===== src/common/wr_seq_pkg.sv =====
/*
  Shared constants and state types for the task-file write sequencer and its host end.
  Assumes one clock at 250 MHz shared by both ends.
*/
package wr_seq_pkg;
  // ----------------------------------------------------------------
  // Command opcodes
  // ----------------------------------------------------------------
  localparam logic [7:0] OP_WRITE_MULT     = 8'hC5;
  localparam logic [7:0] OP_WRITE_MULT_NE  = 8'hCD;
  localparam logic [7:0] OP_WRITE_SEC      = 8'h30;
  localparam logic [7:0] OP_WRITE_SEC_RTY  = 8'h31;
  localparam logic [7:0] OP_SET_MULT       = 8'hC6;
  // ----------------------------------------------------------------
  // Task-file register selects
  // ----------------------------------------------------------------
  localparam logic [2:0] TF_COUNT   = 3'h2;
  localparam logic [2:0] TF_ADDR_LO = 3'h3;
  localparam logic [2:0] TF_ADDR_MD = 3'h4;
  localparam logic [2:0] TF_ADDR_HI = 3'h5;
  localparam logic [2:0] TF_HEAD    = 3'h6;
  localparam logic [2:0] TF_CMD     = 3'h7;
  // ----------------------------------------------------------------
  // Field positions and fixed values
  // ----------------------------------------------------------------
  localparam int          HEAD_LBA_BIT = 6;
  localparam int          HEAD_DRV_BIT = 4;
  localparam int          ST_BSY_BIT   = 7;
  localparam int          ST_DRQ_BIT   = 3;
  localparam int          ST_ERR_BIT   = 0;
  localparam int          ER_ABRT_BIT  = 2;
  localparam int          ER_MEDIA_BIT = 6;
  localparam logic [7:0]  MAX_BLOCK    = 8'h01;
  localparam logic [8:0]  MAX_SECTORS  = 9'h100;
  localparam int          SECTOR_BYTES = 512;
  localparam int          SECTOR_WORDS = SECTOR_BYTES / 2;
  // ----------------------------------------------------------------
  // Timing
  // ----------------------------------------------------------------
  localparam int          CLK_NS       = 4;
  localparam int          BSY_MAX_NS   = 400;
  localparam int          BSY_MAX_CYC  = BSY_MAX_NS / CLK_NS;
  // ----------------------------------------------------------------
  // Host software register offsets
  // ----------------------------------------------------------------
  localparam logic [7:0]  H_CMD    = 8'h00;
  localparam logic [7:0]  H_LBA    = 8'h04;
  localparam logic [7:0]  H_COUNT  = 8'h08;
  localparam logic [7:0]  H_STATUS = 8'h0C;
  localparam logic [7:0]  H_RESULT = 8'h10;
  localparam logic [7:0]  H_RESID  = 8'h14;
  localparam int          H_LBA_MODE_BIT = 28;
  localparam int          H_DRV_BIT      = 29;
  // ----------------------------------------------------------------
  // State types
  // ----------------------------------------------------------------
  typedef enum logic [2:0] {D_IDLE, D_ACCEPT, D_XFER, D_PROG, D_WAIT} dev_state_t;
  typedef enum logic [1:0] {H_IDLE, H_TF, H_RUN} host_state_t;
endpackage


===== src/common/task_file_if.sv =====
/*
  Task-file link between the host controller and the storage device.
  Assumes both ends run on the clock given to the interface.
*/
`timescale 1ns/1ns
interface task_file_if (
  input wire logic clk
);
  logic        tf_wr;      // Task-file register write
  logic [2:0]  tf_sel;     // Register select
  logic [7:0]  tf_wdata;   // Register write data
  logic        data_wr;    // Sector data word write
  logic [15:0] data_word;  // Sector data word
  logic        status_rd;  // Status read, clears interrupt
  logic [7:0]  status;     // Busy, data request, error
  logic [7:0]  error;      // Error register
  logic [7:0]  count_rd;   // Transfer length readback
  logic [27:0] lba_rd;     // Address readback
  logic [7:0]  head_rd;    // Device select and head readback
  logic        intrq;      // Interrupt level
  logic [7:0]  max_block;  // Identify: largest block size

  modport device_end (
    input  tf_wr, tf_sel, tf_wdata, data_wr, data_word, status_rd,
    output status, error, count_rd, lba_rd, head_rd, intrq, max_block
  );
  modport host_end (
    output tf_wr, tf_sel, tf_wdata, data_wr, data_word, status_rd,
    input  status, error, count_rd, lba_rd, head_rd, intrq, max_block
  );
endinterface


===== src/hdl/sector_word_counter.sv =====
/*
  Counts data words of one sector and flags the last one.
  Assumes inc never rises while clr is high.
*/
`timescale 1ns/1ns
module sector_word_counter #(
  parameter int WORDS = 256
) (
  input  wire logic clk,
  input  wire logic rst,
  input  wire logic clr,
  input  wire logic inc,
  output logic      last
);
  logic [$clog2(WORDS)-1:0] cnt_r;

  // Last word of the sector in this cycle
  assign last = inc && (cnt_r == ($clog2(WORDS))'(WORDS - 1));

  // Word count, wraps at sector end
  always_ff @(posedge clk) begin
    if (rst || clr || last) begin
      cnt_r <= '0;
    end else if (inc) begin
      cnt_r <= cnt_r + 1'b1;
    end
  end
endmodule // sector_word_counter


===== src/hdl/ata_write_command_sequencer.sv =====
/*
  Device end: executes the sector write, the block write and the
  block write without erase, plus the block size setup.
  Assumes a media back end that programs one sector per request.
*/
// The register offsets and the strobed register port were chosen for this implementation.
// Notes on behaviour
// - busy within 400 ns of block write
// - one interrupt per block, not per sector
// - data request qualifies only block starts
// - host sets block size before block writes
// - transfer length counts sectors, not blocks
// - full blocks first, then one partial block
// - abort block write when block mode unset
// - error stops at failing sector, no more
// - interrupt with data request at block start
// - after error: failing address, residual count
// - only block size one, shown in identify
// - head byte bits and address byte layout
// - no-erase block write skips implied erase
// - host should pre-erase before no-erase write
// - 1 to 256 sectors, zero means 256
// - writing starts at the task-file address
// - first sector: busy, request, no interrupt
// - host sends data only after busy clears
// - between sectors busy, then request with interrupt
// - after last sector busy until done, interrupt
// - error leaves failing sector address
// - host reads address and error after error
// - each sector is 512 bytes
`timescale 1ns/1ns
module ata_write_command_sequencer (
  input  wire logic        clk,
  input  wire logic        rst,
  task_file_if.device_end  tf,
  output logic [15:0]      media_word,
  output logic             media_word_valid,
  output logic             media_prog_req,
  output logic [27:0]      media_lba,
  output logic             media_erase,
  input  wire logic        media_done,
  input  wire logic        media_fail
);
  // ----------------------------------------------------------------
  // State
  // ----------------------------------------------------------------
  typedef struct packed {
    wr_seq_pkg::dev_state_t st;
    logic [7:0]  op;
    logic        lba_mode;
    logic        drv;
    logic [27:0] lba;
    logic [7:0]  count;
    logic [7:0]  error;
    logic        err;
    logic        bsy;
    logic        drq;
    logic        intrq;
    logic        mult_en;
    logic [7:0]  blk;
    logic [8:0]  blk_cur;
    logic [8:0]  blk_left;
    logic [8:0]  remain;
    logic        erase;
    logic [15:0] word;
    logic        word_valid;
    logic        prog_req;
  } dev_t;

  dev_t s_r;
  dev_t s_nxt;
  logic sector_last;
  logic is_mult;
  logic is_wr;
  logic [8:0] req_len;

  // ----------------------------------------------------------------
  // Decode helpers
  // ----------------------------------------------------------------
  assign is_mult = (s_r.op == wr_seq_pkg::OP_WRITE_MULT) ||
                   (s_r.op == wr_seq_pkg::OP_WRITE_MULT_NE);
  assign is_wr   = (s_r.op == wr_seq_pkg::OP_WRITE_SEC) ||
                   (s_r.op == wr_seq_pkg::OP_WRITE_SEC_RTY);
  // Zero length asks for the maximum
  assign req_len = (s_r.count == 8'h00) ? wr_seq_pkg::MAX_SECTORS
                                        : {1'b0, s_r.count};

  // Word counting for one sector
  sector_word_counter #(
    .WORDS (wr_seq_pkg::SECTOR_WORDS)
  ) i_sector_word_counter (
    .clk  (clk),
    .rst  (rst),
    .clr  (s_r.st == wr_seq_pkg::D_ACCEPT),
    .inc  ((s_r.st == wr_seq_pkg::D_XFER) && tf.data_wr),
    .last (sector_last)
  );

  // Smaller of block size and sectors left
  function automatic logic [8:0] first_blk(input logic [8:0] b, input logic [8:0] r);
    first_blk = (b < r) ? b : r;
  endfunction

  // ----------------------------------------------------------------
  // Next state
  // ----------------------------------------------------------------
  always_comb begin
    s_nxt = s_r;
    s_nxt.word_valid = 1'b0;
    s_nxt.prog_req = 1'b0;
    // Status read clears, any event below wins
    if (tf.status_rd) begin
      s_nxt.intrq = 1'b0;
    end
    unique case (s_r.st)
      wr_seq_pkg::D_IDLE: begin
        if (tf.tf_wr) begin
          unique case (tf.tf_sel)
            wr_seq_pkg::TF_COUNT:   s_nxt.count = tf.tf_wdata;
            wr_seq_pkg::TF_ADDR_LO: s_nxt.lba[7:0] = tf.tf_wdata;
            wr_seq_pkg::TF_ADDR_MD: s_nxt.lba[15:8] = tf.tf_wdata;
            wr_seq_pkg::TF_ADDR_HI: s_nxt.lba[23:16] = tf.tf_wdata;
            wr_seq_pkg::TF_HEAD: begin
              s_nxt.lba[27:24] = tf.tf_wdata[3:0];
              s_nxt.lba_mode = tf.tf_wdata[wr_seq_pkg::HEAD_LBA_BIT];
              s_nxt.drv = tf.tf_wdata[wr_seq_pkg::HEAD_DRV_BIT];
            end
            wr_seq_pkg::TF_CMD: begin
              s_nxt.op = tf.tf_wdata;
              s_nxt.bsy = 1'b1;
              s_nxt.err = 1'b0;
              s_nxt.error = 8'h00;
              s_nxt.st = wr_seq_pkg::D_ACCEPT;
            end
            default: ;
          endcase
        end
      end
      wr_seq_pkg::D_ACCEPT: begin
        s_nxt.bsy = 1'b0;
        s_nxt.st = wr_seq_pkg::D_IDLE;
        if (s_r.op == wr_seq_pkg::OP_SET_MULT) begin
          // Zero disables block mode, above the limit aborts
          s_nxt.intrq = 1'b1;
          if (s_r.count == 8'h00) begin
            s_nxt.mult_en = 1'b0;
          end else if (s_r.count <= wr_seq_pkg::MAX_BLOCK) begin
            s_nxt.mult_en = 1'b1;
            s_nxt.blk = s_r.count;
          end else begin
            s_nxt.err = 1'b1;
            s_nxt.error[wr_seq_pkg::ER_ABRT_BIT] = 1'b1;
          end
        end else if ((is_mult && s_r.mult_en) || is_wr) begin
          // Single sector writes behave as blocks of one
          s_nxt.blk_cur = is_mult ? {1'b0, s_r.blk} : 9'h001;
          s_nxt.remain = req_len;
          s_nxt.blk_left = first_blk(is_mult ? {1'b0, s_r.blk} : 9'h001, req_len);
          s_nxt.erase = (s_r.op != wr_seq_pkg::OP_WRITE_MULT_NE);
          s_nxt.drq = 1'b1;
          s_nxt.intrq = is_mult;
          s_nxt.st = wr_seq_pkg::D_XFER;
        end else begin
          // Block mode unset, disabled, or opcode not handled
          s_nxt.err = 1'b1;
          s_nxt.error[wr_seq_pkg::ER_ABRT_BIT] = 1'b1;
          s_nxt.intrq = 1'b1;
        end
      end
      wr_seq_pkg::D_XFER: begin
        if (tf.data_wr) begin
          s_nxt.word = tf.data_word;
          s_nxt.word_valid = 1'b1;
          if (sector_last) begin
            s_nxt.bsy = 1'b1;
            s_nxt.drq = 1'b0;
            s_nxt.st = wr_seq_pkg::D_PROG;
          end
        end
      end
      wr_seq_pkg::D_PROG: begin
        s_nxt.prog_req = 1'b1;
        s_nxt.st = wr_seq_pkg::D_WAIT;
      end
      wr_seq_pkg::D_WAIT: begin
        if (media_done) begin
          if (media_fail) begin
            // Stop here, address kept, residual reported
            s_nxt.err = 1'b1;
            s_nxt.error[wr_seq_pkg::ER_MEDIA_BIT] = 1'b1;
            s_nxt.count = s_r.remain[7:0];
            s_nxt.bsy = 1'b0;
            s_nxt.intrq = 1'b1;
            s_nxt.st = wr_seq_pkg::D_IDLE;
          end else if (s_r.remain == 9'h001) begin
            // Command complete, last address kept
            s_nxt.remain = 9'h000;
            s_nxt.count = 8'h00;
            s_nxt.bsy = 1'b0;
            s_nxt.intrq = 1'b1;
            s_nxt.st = wr_seq_pkg::D_IDLE;
          end else begin
            s_nxt.lba = s_r.lba + 28'h0000001;
            s_nxt.remain = s_r.remain - 9'h001;
            s_nxt.bsy = 1'b0;
            s_nxt.drq = 1'b1;
            s_nxt.st = wr_seq_pkg::D_XFER;
            if (s_r.blk_left == 9'h001) begin
              // New block or final partial block
              s_nxt.blk_left = first_blk(s_r.blk_cur, s_r.remain - 9'h001);
              s_nxt.intrq = 1'b1;
            end else begin
              // Inside a block: no new qualification
              s_nxt.blk_left = s_r.blk_left - 9'h001;
            end
          end
        end
      end
      default: s_nxt.st = wr_seq_pkg::D_IDLE;
    endcase
  end

  // ----------------------------------------------------------------
  // State register
  // ----------------------------------------------------------------
  always_ff @(posedge clk) begin
    if (rst) begin
      s_r <= '0;
      s_r.st <= wr_seq_pkg::D_IDLE;
    end else begin
      s_r <= s_nxt;
    end
  end

  // ----------------------------------------------------------------
  // Outputs
  // ----------------------------------------------------------------
  assign tf.status = {s_r.bsy, 3'b000, s_r.drq, 2'b00, s_r.err};
  assign tf.error = s_r.error;
  assign tf.count_rd = s_r.count;
  assign tf.lba_rd = s_r.lba;
  assign tf.head_rd = {1'b1, s_r.lba_mode, 1'b1, s_r.drv, s_r.lba[27:24]};
  assign tf.intrq = s_r.intrq;
  assign tf.max_block = wr_seq_pkg::MAX_BLOCK;
  assign media_word = s_r.word;
  assign media_word_valid = s_r.word_valid;
  assign media_prog_req = s_r.prog_req;
  assign media_lba = s_r.lba;
  assign media_erase = s_r.erase;
endmodule // ata_write_command_sequencer


===== src/flat_wrapper.sv =====
// flat-port wrapper written by rule: the top's interface ports become plain ports
module ata_write_command_sequencer_flat 
  (clk, rst, media_word, media_word_valid, media_prog_req, media_lba, media_erase, media_done, media_fail, tf_tf_wr, tf_tf_sel, tf_tf_wdata, tf_data_wr, tf_data_word, tf_status_rd, tf_status, tf_error, tf_count_rd, tf_lba_rd, tf_head_rd, tf_intrq, tf_max_block);
  task_file_if tf_i (.clk(clk));
  input  wire logic clk;
  input  wire logic rst;
  output logic [15:0] media_word;
  output logic media_word_valid;
  output logic media_prog_req;
  output logic [27:0] media_lba;
  output logic media_erase;
  input  wire logic media_done;
  input  wire logic media_fail;
  input wire logic [$bits(tf_i.tf_wr)-1:0] tf_tf_wr;
  input wire logic [$bits(tf_i.tf_sel)-1:0] tf_tf_sel;
  input wire logic [$bits(tf_i.tf_wdata)-1:0] tf_tf_wdata;
  input wire logic [$bits(tf_i.data_wr)-1:0] tf_data_wr;
  input wire logic [$bits(tf_i.data_word)-1:0] tf_data_word;
  input wire logic [$bits(tf_i.status_rd)-1:0] tf_status_rd;
  output wire logic [$bits(tf_i.status)-1:0] tf_status;
  output wire logic [$bits(tf_i.error)-1:0] tf_error;
  output wire logic [$bits(tf_i.count_rd)-1:0] tf_count_rd;
  output wire logic [$bits(tf_i.lba_rd)-1:0] tf_lba_rd;
  output wire logic [$bits(tf_i.head_rd)-1:0] tf_head_rd;
  output wire logic [$bits(tf_i.intrq)-1:0] tf_intrq;
  output wire logic [$bits(tf_i.max_block)-1:0] tf_max_block;
  assign tf_i.tf_wr = tf_tf_wr;
  assign tf_i.tf_sel = tf_tf_sel;
  assign tf_i.tf_wdata = tf_tf_wdata;
  assign tf_i.data_wr = tf_data_wr;
  assign tf_i.data_word = tf_data_word;
  assign tf_i.status_rd = tf_status_rd;
  assign tf_status = tf_i.status;
  assign tf_error = tf_i.error;
  assign tf_count_rd = tf_i.count_rd;
  assign tf_lba_rd = tf_i.lba_rd;
  assign tf_head_rd = tf_i.head_rd;
  assign tf_intrq = tf_i.intrq;
  assign tf_max_block = tf_i.max_block;
  ata_write_command_sequencer u_core (.clk(clk), .rst(rst), .tf(tf_i), .media_word(media_word), .media_word_valid(media_word_valid), .media_prog_req(media_prog_req), .media_lba(media_lba), .media_erase(media_erase), .media_done(media_done), .media_fail(media_fail));
endmodule

===== config.mk =====
export PLATFORM = sky130hd
export DESIGN_NAME = ata_write_command_sequencer_flat
export DESIGN_NICKNAME = d
export VERILOG_FILES = /design/src/common/wr_seq_pkg.sv /design/src/common/task_file_if.sv /design/src/hdl/sector_word_counter.sv /design/src/hdl/ata_write_command_sequencer.sv /design/src/flat_wrapper.sv
export SDC_FILE = /design/constraint.sdc
export NUM_CORES = 1
export LEC_CHECK = 0
export BUFFER_PORTS_ARGS = -buffer_cell sky130_fd_sc_hd__buf_2
export CAP_MARGIN = 30
export CORE_MARGIN = 8
export CORE_UTILIZATION = 41
export DETAILED_ROUTE_END_ITERATION = 10
export GPL_TIMING_DRIVEN = 0
export PLACE_DENSITY_LB_ADDON = 0.25
export SYNTH_ARGS = -nofsm -noshare
export SYNTH_HDL_FRONTEND = slang
export SYNTH_HIERARCHICAL = 1
export SYNTH_SLANG_ARGS = --single-unit
export TNS_END_PERCENT = 30

===== constraint.sdc =====
create_clock -name clk -period 2.9 [get_ports clk]
set_input_delay 0.145 -clock clk [delete_from_list [all_inputs] [get_ports clk]]
set_output_delay 0.145 -clock clk [all_outputs]
set_load 0.02 [all_outputs]

==> results of run 1 <==
-- metal layers --
| metal | GRT usage [%] | vias up |
|---|---|---|
| li1 | - | 3603 |
| met1 | 27.5 | 3470 |
| met3 | 5.05 | 54 |
| met5 | 0 | - |
| met4 | 8.45 | 0 |
| met2 | 32.9 | 359 |
-- logic make-up (layout without fill, tap and decap cells) --
| family | after synthesis | in the layout | share of synthesized area (%) |
|---|---|---|---|
| simple gates | 334 | 334 | 22.9 |
| compound gates | 247 | 247 | 21.8 |
| buf+inv | 188 | 377 | 15.7 |
| flops | 117 | 117 | 31.7 |
| mux | 23 | 23 | 3.11 |
| fa+ha+maj | 19 | 19 | 3.21 |
| xor+xnor | 13 | 13 | 1.54 |
| other cells | 2 | 21 | 0.102 |
-- synthesized netlist by cell type, types with 8 or more instances --
library cell	count	area, um2
nor3_1	15	75.1
ha_1	19	238
clkbuf_1	24	90.1
inv_1	34	128
nand4_1	8	50.1
a211oi_1	12	90.1
buf_2	10	50.1
mux2i_1	23	230
a311oi_1	20	175
dfxtp_1	117	2340
a21oi_1	86	430
nand3_1	20	100
nand2_1	112	420
buf_4	112	841
and2_1	29	181
nor2_1	75	282
o21ai_0	52	260
a31oi_1	14	87.6
and3_1	10	62.6
-- layout make-up --
| cell class | instances | area [um2] | share of cell area [%] |
|---|---|---|---|
| multi-input cells | 657 | 4110 | 43.5 |
| flip-flops and latches | 117 | 2350 | 24.9 |
| plain buffers | 151 | 1030 | 10.9 |
| repair buffers | 158 | 946 | 10.0 |
| clock buffers | 19 | 443 | 4.68 |
| well taps | 229 | 287 | 3.03 |
| clock inverters | 13 | 149 | 1.57 |
| inverters | 36 | 140 | 1.48 |
-- worst max-delay path by stage --
stage / startpoint / endpoint / slack [ps] / cells past startpoint
after global routing: u_core/s_r[24] / u_core/s_r[28] / -260 / 11
after global placement: u_core/s_r[114] / u_core/tf.status[3] / -650 / 14
final: u_core/s_r[22] / u_core/s_r[28] / -140 / 11
after detailed placement: u_core/s_r[114] / u_core/tf.status[3] / -620 / 14
after CTS: u_core/s_r[24] / u_core/s_r[28] / -150 / 11
after floorplan: u_core/s_r[24] / u_core/s_r[28] / 4 / 10
-- worst min-delay path, delay by kind of cell --
kind	cells	cell delay [ps]
AND/OR/NAND/NOR	1	70
buffers and inverters	1	120
multiplexers	1	80
-- stage by stage --
| stage | setup TNS (ps) | hold slack [ps] |
|---|---|---|
| 2_1_floorplan | 0 | 259 |
| 3_3_place_gp | -6410 | 387 |
| 3_5_place_dp | -6510 | 392 |
| 4_1_cts | -494 | 7.35 |
| 5_1_grt | -1720 | 28.0 |
| 6_report | -573 | 32.5 |
-- report_power, final --
group / switching, uW / leakage (uW) / internal, uW
Combinational: 323 / 0.00290 / 228
Clock: 815 / 0.000281 / 1300
Sequential: 43.0 / 0.000947 / 1630
Total: 1180 / 0.00413 / 3160
-- repair_timing --
item,4_1_cts,5_1_grt
setup endpoints to repair,14,10
resized for setup,23,18
endpoints found under the hold margin,20,0
hold buffers,20,0
buffers inserted,5,4
pin swaps,4,14
cloned,0,1
-- layout by cell type (no fill, tap or decap), types with 21 or more instances in the layout --
cell,netlist,routed
a21oi_1,86,85
and2_1,29,27
buf_2,10,137
buf_4,112,121
clkbuf_1,24,24
conb_1,2,21
dfxtp_1,117,113
inv_1,34,32
mux2i_1,23,21
nand2_1,112,110
nor2_1,75,73
o21ai_0,52,49
-- state kept, by name, indices dropped and copies added, names as in the netlist, 2 cells and up --
name / flops
u_core/tf.count_rd: 8
u_core/s_r: 46
u_core/i_sector_word_counter/cnt_r: 8
u_core/tf.status: 3
u_core/media_word: 16
u_core/tf.head_rd: 2
u_core/tf.error: 2
u_core/media_lba: 28
==> metrics.md, run 1 <==
| Metric | Value |
|---|---|
| Routed wire per std cell | `17.5 um` |
| Hold path start | `tf_tf_wdata[1]` |
| Count of buffers from port buffering | `128` |
| Peak VDD IR | `546 uV` |
| # DRC | `0` |
| Number of antenna-violating nets in the routed design | `0` |
| Cells on worst reg2reg path | `11` |
| Placed wire-length estimate after detailed placement | `17.6 mm` |
| Max-cap violations | `0` |
| Number of H-tree levels | `4` |
| Worst Path Arrival | `3360 ps` |
| Detailed-routed wire length on met3 | `2.04 mm` |
| Gate family responsible for the most delay along the worst path | `simple AND/OR/NAND/NOR gates` |
| Cells after DPL | `1319` |
| Headroom to the max-slew limit | `46.1%` |
| Cells along the critical path | `or4_4, nor4_4, xnor2_2, ha_4, nand3_4, nor2_1, o311ai_4, buf_12, mux2i_2, o221ai_1, o21a_1` |
| Total detailed-routing wirelength | `24.1 mm` |
| Via count of the first global-routing pass | `7055` |
| Post-synthesis async set-or-reset flop share | `0%` |
| Most used flip-flop cell after synthesis | `dfxtp_1` |
| Pwr dens | `459 nW/um2` |
| Hold Crit Depth | `3` |
| Setup violators final | `7` |
| Num ports | `150` |
| Die area | `22600 um2` |
| WHS Endpoint | `u_core/s_r[106]` |
| Total routing resource utilization after global routing | `21.1%` |
| Post-route insts no fill | `1380` |
| Mean number of vias per cell | `5.42` |
| Clk_lat worst skew | `420 ps` |
| Count of routing violations after the opening detailed-route iteration | `692` |
| FF-to-FF End | `u_core/s_r[28]` |
| Uppermost layer routed | `met4` |
| Final design instance area without fill | `9460 um2` |
| Clock transition at the register clock pins on the worst setup and hold paths after CTS | `60 ps` |
| Starting Density | `41.5%` |
| First-pass GRT wire length | `37.4 mm` |
| Cell at the root of the clock tree | `clkbuf_16` |
| Cell count after synthesis | `943` |
| Worst-case setup slack after placement | `-623 ps` |
| CTS sink cnt | `117` |
| Placer congestion estimate | `0.880` |
| Placed cell area | `8410 um2` |
| Initial antenna violation count | `0` |
| Number of clock buffers inserted by TritonCTS | `17` |
| Layout Utilization | `53.0%` |
| Failing checks | `setup timing` |
| Final Hold Violating Endpoints | `0` |
| Worst path buffer plus inverter count | `1` |
| Slew at the pin closest to its max-slew limit | `808 ps` |
| #FFs+latches synth | `117` |
| Final Critical Period | `3040 ps` |
| Distinct cell type count of the synthesized netlist | `81` |
| Crit-path max cell delay | `540 ps` |
| CP Class | `register to register` |
| Required time of the worst setup path | `3210 ps` |
| Fraction of layout instances using a drive strength above 1 | `31.1%` |
| Crit path launch type | `register` |
| Status | `complete, but fails checks` |
| Synthesized area divided by synthesized cell count | `7.85 um2` |
| Layout Nets | `1191` |
| Total grt overflow | `0` |
| Buffers from clock root to sink, at most | `2` |
| Height of the die | `150 um` |
| DR vias | `7486` |
| Total iterations of the first detailed-routing run | `5` |
| Ys Warns | `6` |
| Area of the core | `17800 um2` |
| Pin count of the biggest net entering global routing | `18` |
| Area growth from synthesis to layout | `27.9%` |
| Count of antenna diodes in the layout | `0` |
| Total chip power | `4340 uW` |
| Setup repair after global routing missed its margin | `yes` |
| Clock tree from TritonCTS | `yes` |
| Fillcell total | `1736` |
| Slack of the worst reg-to-reg path | `-140 ps` |
| R2R Path Start | `u_core/s_r[22]` |
| Period utilization | `105%` |
| Number of synthesized flops with an enable pin | `0` |
| Achievable clock frequency | `328 MHz` |
| Final Slew Violations | `0` |
| Slowest cell on crit path | `or4_4` |
| Area of the mapped netlist | `7400 um2` |
| Leakage | `0.00413 uW` |
| Type of the most critical hold path | `input port to register` |
| Core Rows | `49` |
| Detail Route met2 WL | `11.0 mm` |
| M1 WL | `10.4 mm` |
| Worst Path Max Fanout | `7` |
| Overall die width | `150 um` |
| CP endpoint kind | `register` |
| Worst Slack Setup Final | `-145 ps` |
| Register area share after synthesis | `31.7%` |
| Worst clock skew | `6.67 ps` |
(Power assumes the default switching activity.)
==> run 2, diff against run 1 <==
- ABC_AREA: default -> 1
- CORE_MARGIN: 8 -> 4
- PLACE_DENSITY_LB_ADDON: 0.25 -> default
==> run 2 against run 1 <==
  * The run now ends clean
  * Worst setup slack gained 460 ps
  * Synthesized cell count grew 15%
  * Register-to-register slack gained 460 ps
  * Routed wire length shrank 5.4%
  * Fmax grew 18%
  * Critical path depth grew 3
  * Die area shrank 7.8%
  * Power shrank 2.7%
  * Non-clock buffer count shrank 24
  * First-iteration DRC count shrank 28%
  * Critical endpoint is now u_core/tf.status[3]
==> metrics.md, run 2 <==
| Metric | Value |
|---|---|
| Status | `finished clean (was complete, but fails checks)` |
| Slew at the pin closest to its max-slew limit | `754 ps (was 808 ps)` |
| Number of antenna-violating nets in the routed design | `0 (unchanged)` |
| Ranking of synthesized cells by instance count | `nand2_1 (144), inv_1 (124), buf_4 (118), dfxtp_1 (117), nor2_1 (115) (was dfxtp_1 (117), buf_4 (112), nand2_1 (112), a21oi_1 (86), nor2_1 (75))` |
| Count of routing violations after the opening detailed-route iteration | `496 (was 692)` |
| Distinct cell type count of the synthesized netlist | `51 (was 81)` |
| Register containing the most flip-flops in the final layout | `u_core/s_r (unchanged)` |
| Placer congestion estimate | `0.928 (was 0.880)` |
| Number of H-tree levels | `4 (unchanged)` |
| Slowest cell on crit path | `clkbuf_1 (was or4_4)` |
| Count of buffers from port buffering | `128 (unchanged)` |
| Mean number of vias per cell | `4.98 (was 5.42)` |
| CP Class | `register to register (unchanged)` |
| Period utilization | `89.3% (was 105%)` |
| Area of the core | `18100 um2 (was 17800 um2)` |
| Leakage | `0.00453 uW (was 0.00413 uW)` |
| Total routing resource utilization after global routing | `22.1% (was 21.1%)` |
| # DRC | `0 (unchanged)` |
| Layout Utilization | `51.8% (was 53.0%)` |
| Via count of the first global-routing pass | `7149 (was 7055)` |
| Number of clock buffers inserted by TritonCTS | `17 (unchanged)` |
| Fraction of layout instances using a drive strength above 1 | `27.0% (was 31.1%)` |
| Number of synthesized flops with an enable pin | `0 (unchanged)` |
| Area growth from synthesis to layout | `23.3% (was 27.9%)` |
| Post-synthesis share of cell area spent on and, or, nand and nor gates | `27.1% (was 22.9%)` |
| DR vias | `7541 (was 7486)` |
| Max-cap violations | `0 (unchanged)` |
| Dominant cell type by area after synthesis | `dfxtp_1 (unchanged)` |
| Peak VDD IR | `395 uV (was 546 uV)` |
| Worst Path Max Fanout | `13 (was 7)` |
| Placed wire-length estimate after detailed placement | `17.5 mm (was 17.6 mm)` |
| Final Slew Violations | `0 (unchanged)` |
| Final Hold Violating Endpoints | `0 (unchanged)` |
| Worst clock skew | `11.3 ps (was 6.67 ps)` |
| Cell at the root of the clock tree | `clkbuf_16 (unchanged)` |
| Compound-cell area share of the yosys netlist | `16.3% (was 21.8%)` |
| Pwr dens | `449 nW/um2 (was 459 nW/um2)` |
| First-pass GRT wire length | `36.3 mm (was 37.4 mm)` |
| Clock tree from TritonCTS | `yes (unchanged)` |
| Starting Density | `42.0% (was 41.5%)` |
| Most common cell after layout, fill and taps aside | `nand2_1 (was buf_2)` |
| Total detailed-routing wirelength | `22.9 mm (was 24.1 mm)` |
| #FFs+latches synth | `117 (unchanged)` |
| Cell with the most instances after synthesis | `nand2_1 (was dfxtp_1)` |
| Aggregate negative setup slack | `0 ps (was -573 ps)` |
| Type of the most critical hold path | `input port to register (unchanged)` |
| Buffers from clock root to sink, at most | `2 (unchanged)` |
| Area of the mapped netlist | `7620 um2 (was 7400 um2)` |
| Routed wire per std cell | `15.1 um (was 17.5 um)` |
| Required time of the worst setup path | `3190 ps (was 3210 ps)` |
| XOR/XNOR share of the synthesized area | `2.64% (was 1.54%)` |
| Multiplexer fraction of the synthesized cell area | `0.131% (was 3.11%)` |
| Main combinational cell family by area after synthesis | `simple AND/OR/NAND/NOR gates (unchanged)` |
| Clk_lat worst skew | `430 ps (was 420 ps)` |
| Gate family responsible for the most delay along the worst path | `simple AND/OR/NAND/NOR gates (unchanged)` |
| Worst Path Arrival | `2880 ps (was 3360 ps)` |
| Total iterations of the first detailed-routing run | `5 (unchanged)` |
| Leading cell types in the layout, fill and taps excluded | `nand2_1 (143), buf_2 (131), inv_1 (124), buf_4 (118), dfxtp_1 (116) (was buf_2 (137), buf_4 (121), dfxtp_1 (113), nand2_1 (110), a21oi_1 (85))` |
| Register area share after synthesis | `30.7% (was 31.7%)` |
| Most used flip-flop cell after synthesis | `dfxtp_1 (unchanged)` |
| Overall die width | `144 um (was 150 um)` |
| Core Rows | `49 (unchanged)` |
| Synthesized area divided by synthesized cell count | `7.01 um2 (was 7.85 um2)` |
| Num ports | `150 (unchanged)` |
| Pin count of the biggest net entering global routing | `17 (was 18)` |
| Setup repair after global routing missed its margin | `no (was yes)` |
| Cells along the critical path | `inv_1, nor2_1, nand2_1, nor2_2, clkbuf_1, nand2_2, nor2_8, nand3_4, inv_1, a21oi_1, inv_1, nand3_1, nand2_1, a21oi_1 (was or4_4, nor4_4, xnor2_2, ha_4, nand3_4, nor2_1, o311ai_4, buf_12, mux2i_2, o221ai_1, o21a_1)` |
| Clock transition at the register clock pins on the worst setup and hold paths after CTS | `70 ps (was 60 ps)` |
| Initial antenna violation count | `3 (was 0)` |
| CTS sink cnt | `117 (unchanged)` |
| CP endpoint kind | `register (unchanged)` |
| Crit path launch type | `register (unchanged)` |
| Most frequent cell on the critical path | `inv_1` |
| Synth top area share | `30.7% (was 31.7%)` |
| Post-Synth Adder-Cell Area | `3.12% (was 3.21%)` |
| Achievable clock frequency | `386 MHz (was 328 MHz)` |
| Worst path buffer plus inverter count | `4 (was 1)` |
| Cell types with the largest area share after synthesis | `dfxtp_1 (31%), buf_4 (12%), nand2_1 (7.1%) (was dfxtp_1 (32%), buf_4 (11%), a21oi_1 (5.8%))` |
| Setup violators final | `0 (was 7)` |
| Total grt overflow | `0 (unchanged)` |
| Total chip power | `4230 uW (was 4340 uW)` |
| Height of the die | `144 um (was 150 um)` |
| Post-synthesis async set-or-reset flop share | `0% (unchanged)` |
| Headroom to the max-slew limit | `49.3% (was 46.1%)` |
| Max FFs per register | `46 (unchanged)` |
| Cell count after synthesis | `1088 (was 943)` |
| Layout Nets | `1323 (was 1191)` |
| Die area | `20800 um2 (was 22600 um2)` |
| Ys Warns | `6 (unchanged)` |
| Final Critical Period | `2590 ps (was 3040 ps)` |
| Crit-path max cell delay | `500 ps (was 540 ps)` |
## run 2: cell types whose count changed after synthesis, moves of 20 or more
cell and delta:
o21ai_0 +37, a21oi_1 -22, a311oi_1 -20, nor2_1 +40, nand2_1 +32, nand3_1 +46, and2_1 -29, mux2i_1 -22
inv_1 +90
## run 2: cell type report
type / instances / area [um2]
clock buffers: 17 / 425
fillers: 1844 / 8750
repair buffers: 144 / 801
multi-input cells: 710 / 3850
plain buffers: 141 / 991
inverters: 139 / 524
well taps: 229 / 287
diodes: 2 / 5.00
flip-flops and latches: 117 / 2340
clock inverters: 15 / 176
## run 2: cells by family (layout without fill, tap and decap cells)
group	Yosys count	count (layout)
AND/OR/NAND/NOR	423	423
buffers and inverters	280	456
AO/OA/AOI/OAI	223	223
flip-flops	117	117
XOR/XNOR	23	23
adder cells (fa/ha/maj)	19	19
other	2	23
multiplexers	1	1
## run 2: worst register-to-register path: cells and delay by family, from the launching register on
kind                   cells  cell delay, ps
DFF                        1             390
AOI/OAI and AO/OA          2             120
and+or+nand+nor            8            1220
buffers and inverters      4             730
## run 2: stage by stage
stage / area, um2 / cells / setup WS, ps / hold slack [ps]
6_report: 9400 / 1514 / 310 / 26.4
4_1_cts: 9380 / 1512 / 139 / 12.0
3_5_place_dp: 8620 / 1464 / 180 / 377
5_1_grt: 9400 / 1514 / 80.3 / 54.5
2_1_floorplan: 7690 / 1107 / 650 / 280
3_3_place_gp: 8620 / 1464 / 191 / 369
## run 2: path summary, 6_finish.rpt
kind	start	end	slack (ps)	cells past startpoint
setup / recovery	u_core/s_r[114]	u_core/tf.status[3]	310	14
hold / removal	tf_tf_wdata[6]	u_core/tf.head_rd[6]	30	3
setup reg to reg	u_core/s_r[114]	u_core/tf.status[3]	310	14
hold reg to reg	u_core/s_r[48]	u_core/s_r[48]	450	2
## run 2: metal layers
| layer | part of all wire [%] | track usage, % | vias up | wire [um] |
|---|---|---|---|---|
| li1 | - | - | 3851 | - |
| met1 | 44 | 27.6 | 3394 | 10100 |
| met2 | 46 | 37.1 | 244 | 10600 |
| met3 | 5.5 | 4.37 | 52 | 1260 |
| met4 | 3.7 | 9.62 | 0 | 838 |
| met5 | 0 | 0 | - | 0 |
## run 2: repair_timing
item / CTS / global route
gates resized for setup: 0 / 3
buffers inserted: 0 / 0
hold buffers: 16 / 0
hold endpoints to repair: 16 / 0
endpoints found under the setup margin: 0 / 7
## run 2: power breakdown
group / leakage (uW) / switching, uW / internal [uW]
clock: 0.000298 / 958 / 1170
combinational: 0.00329 / 257 / 171
sequential: 0.000946 / 37.0 / 1630
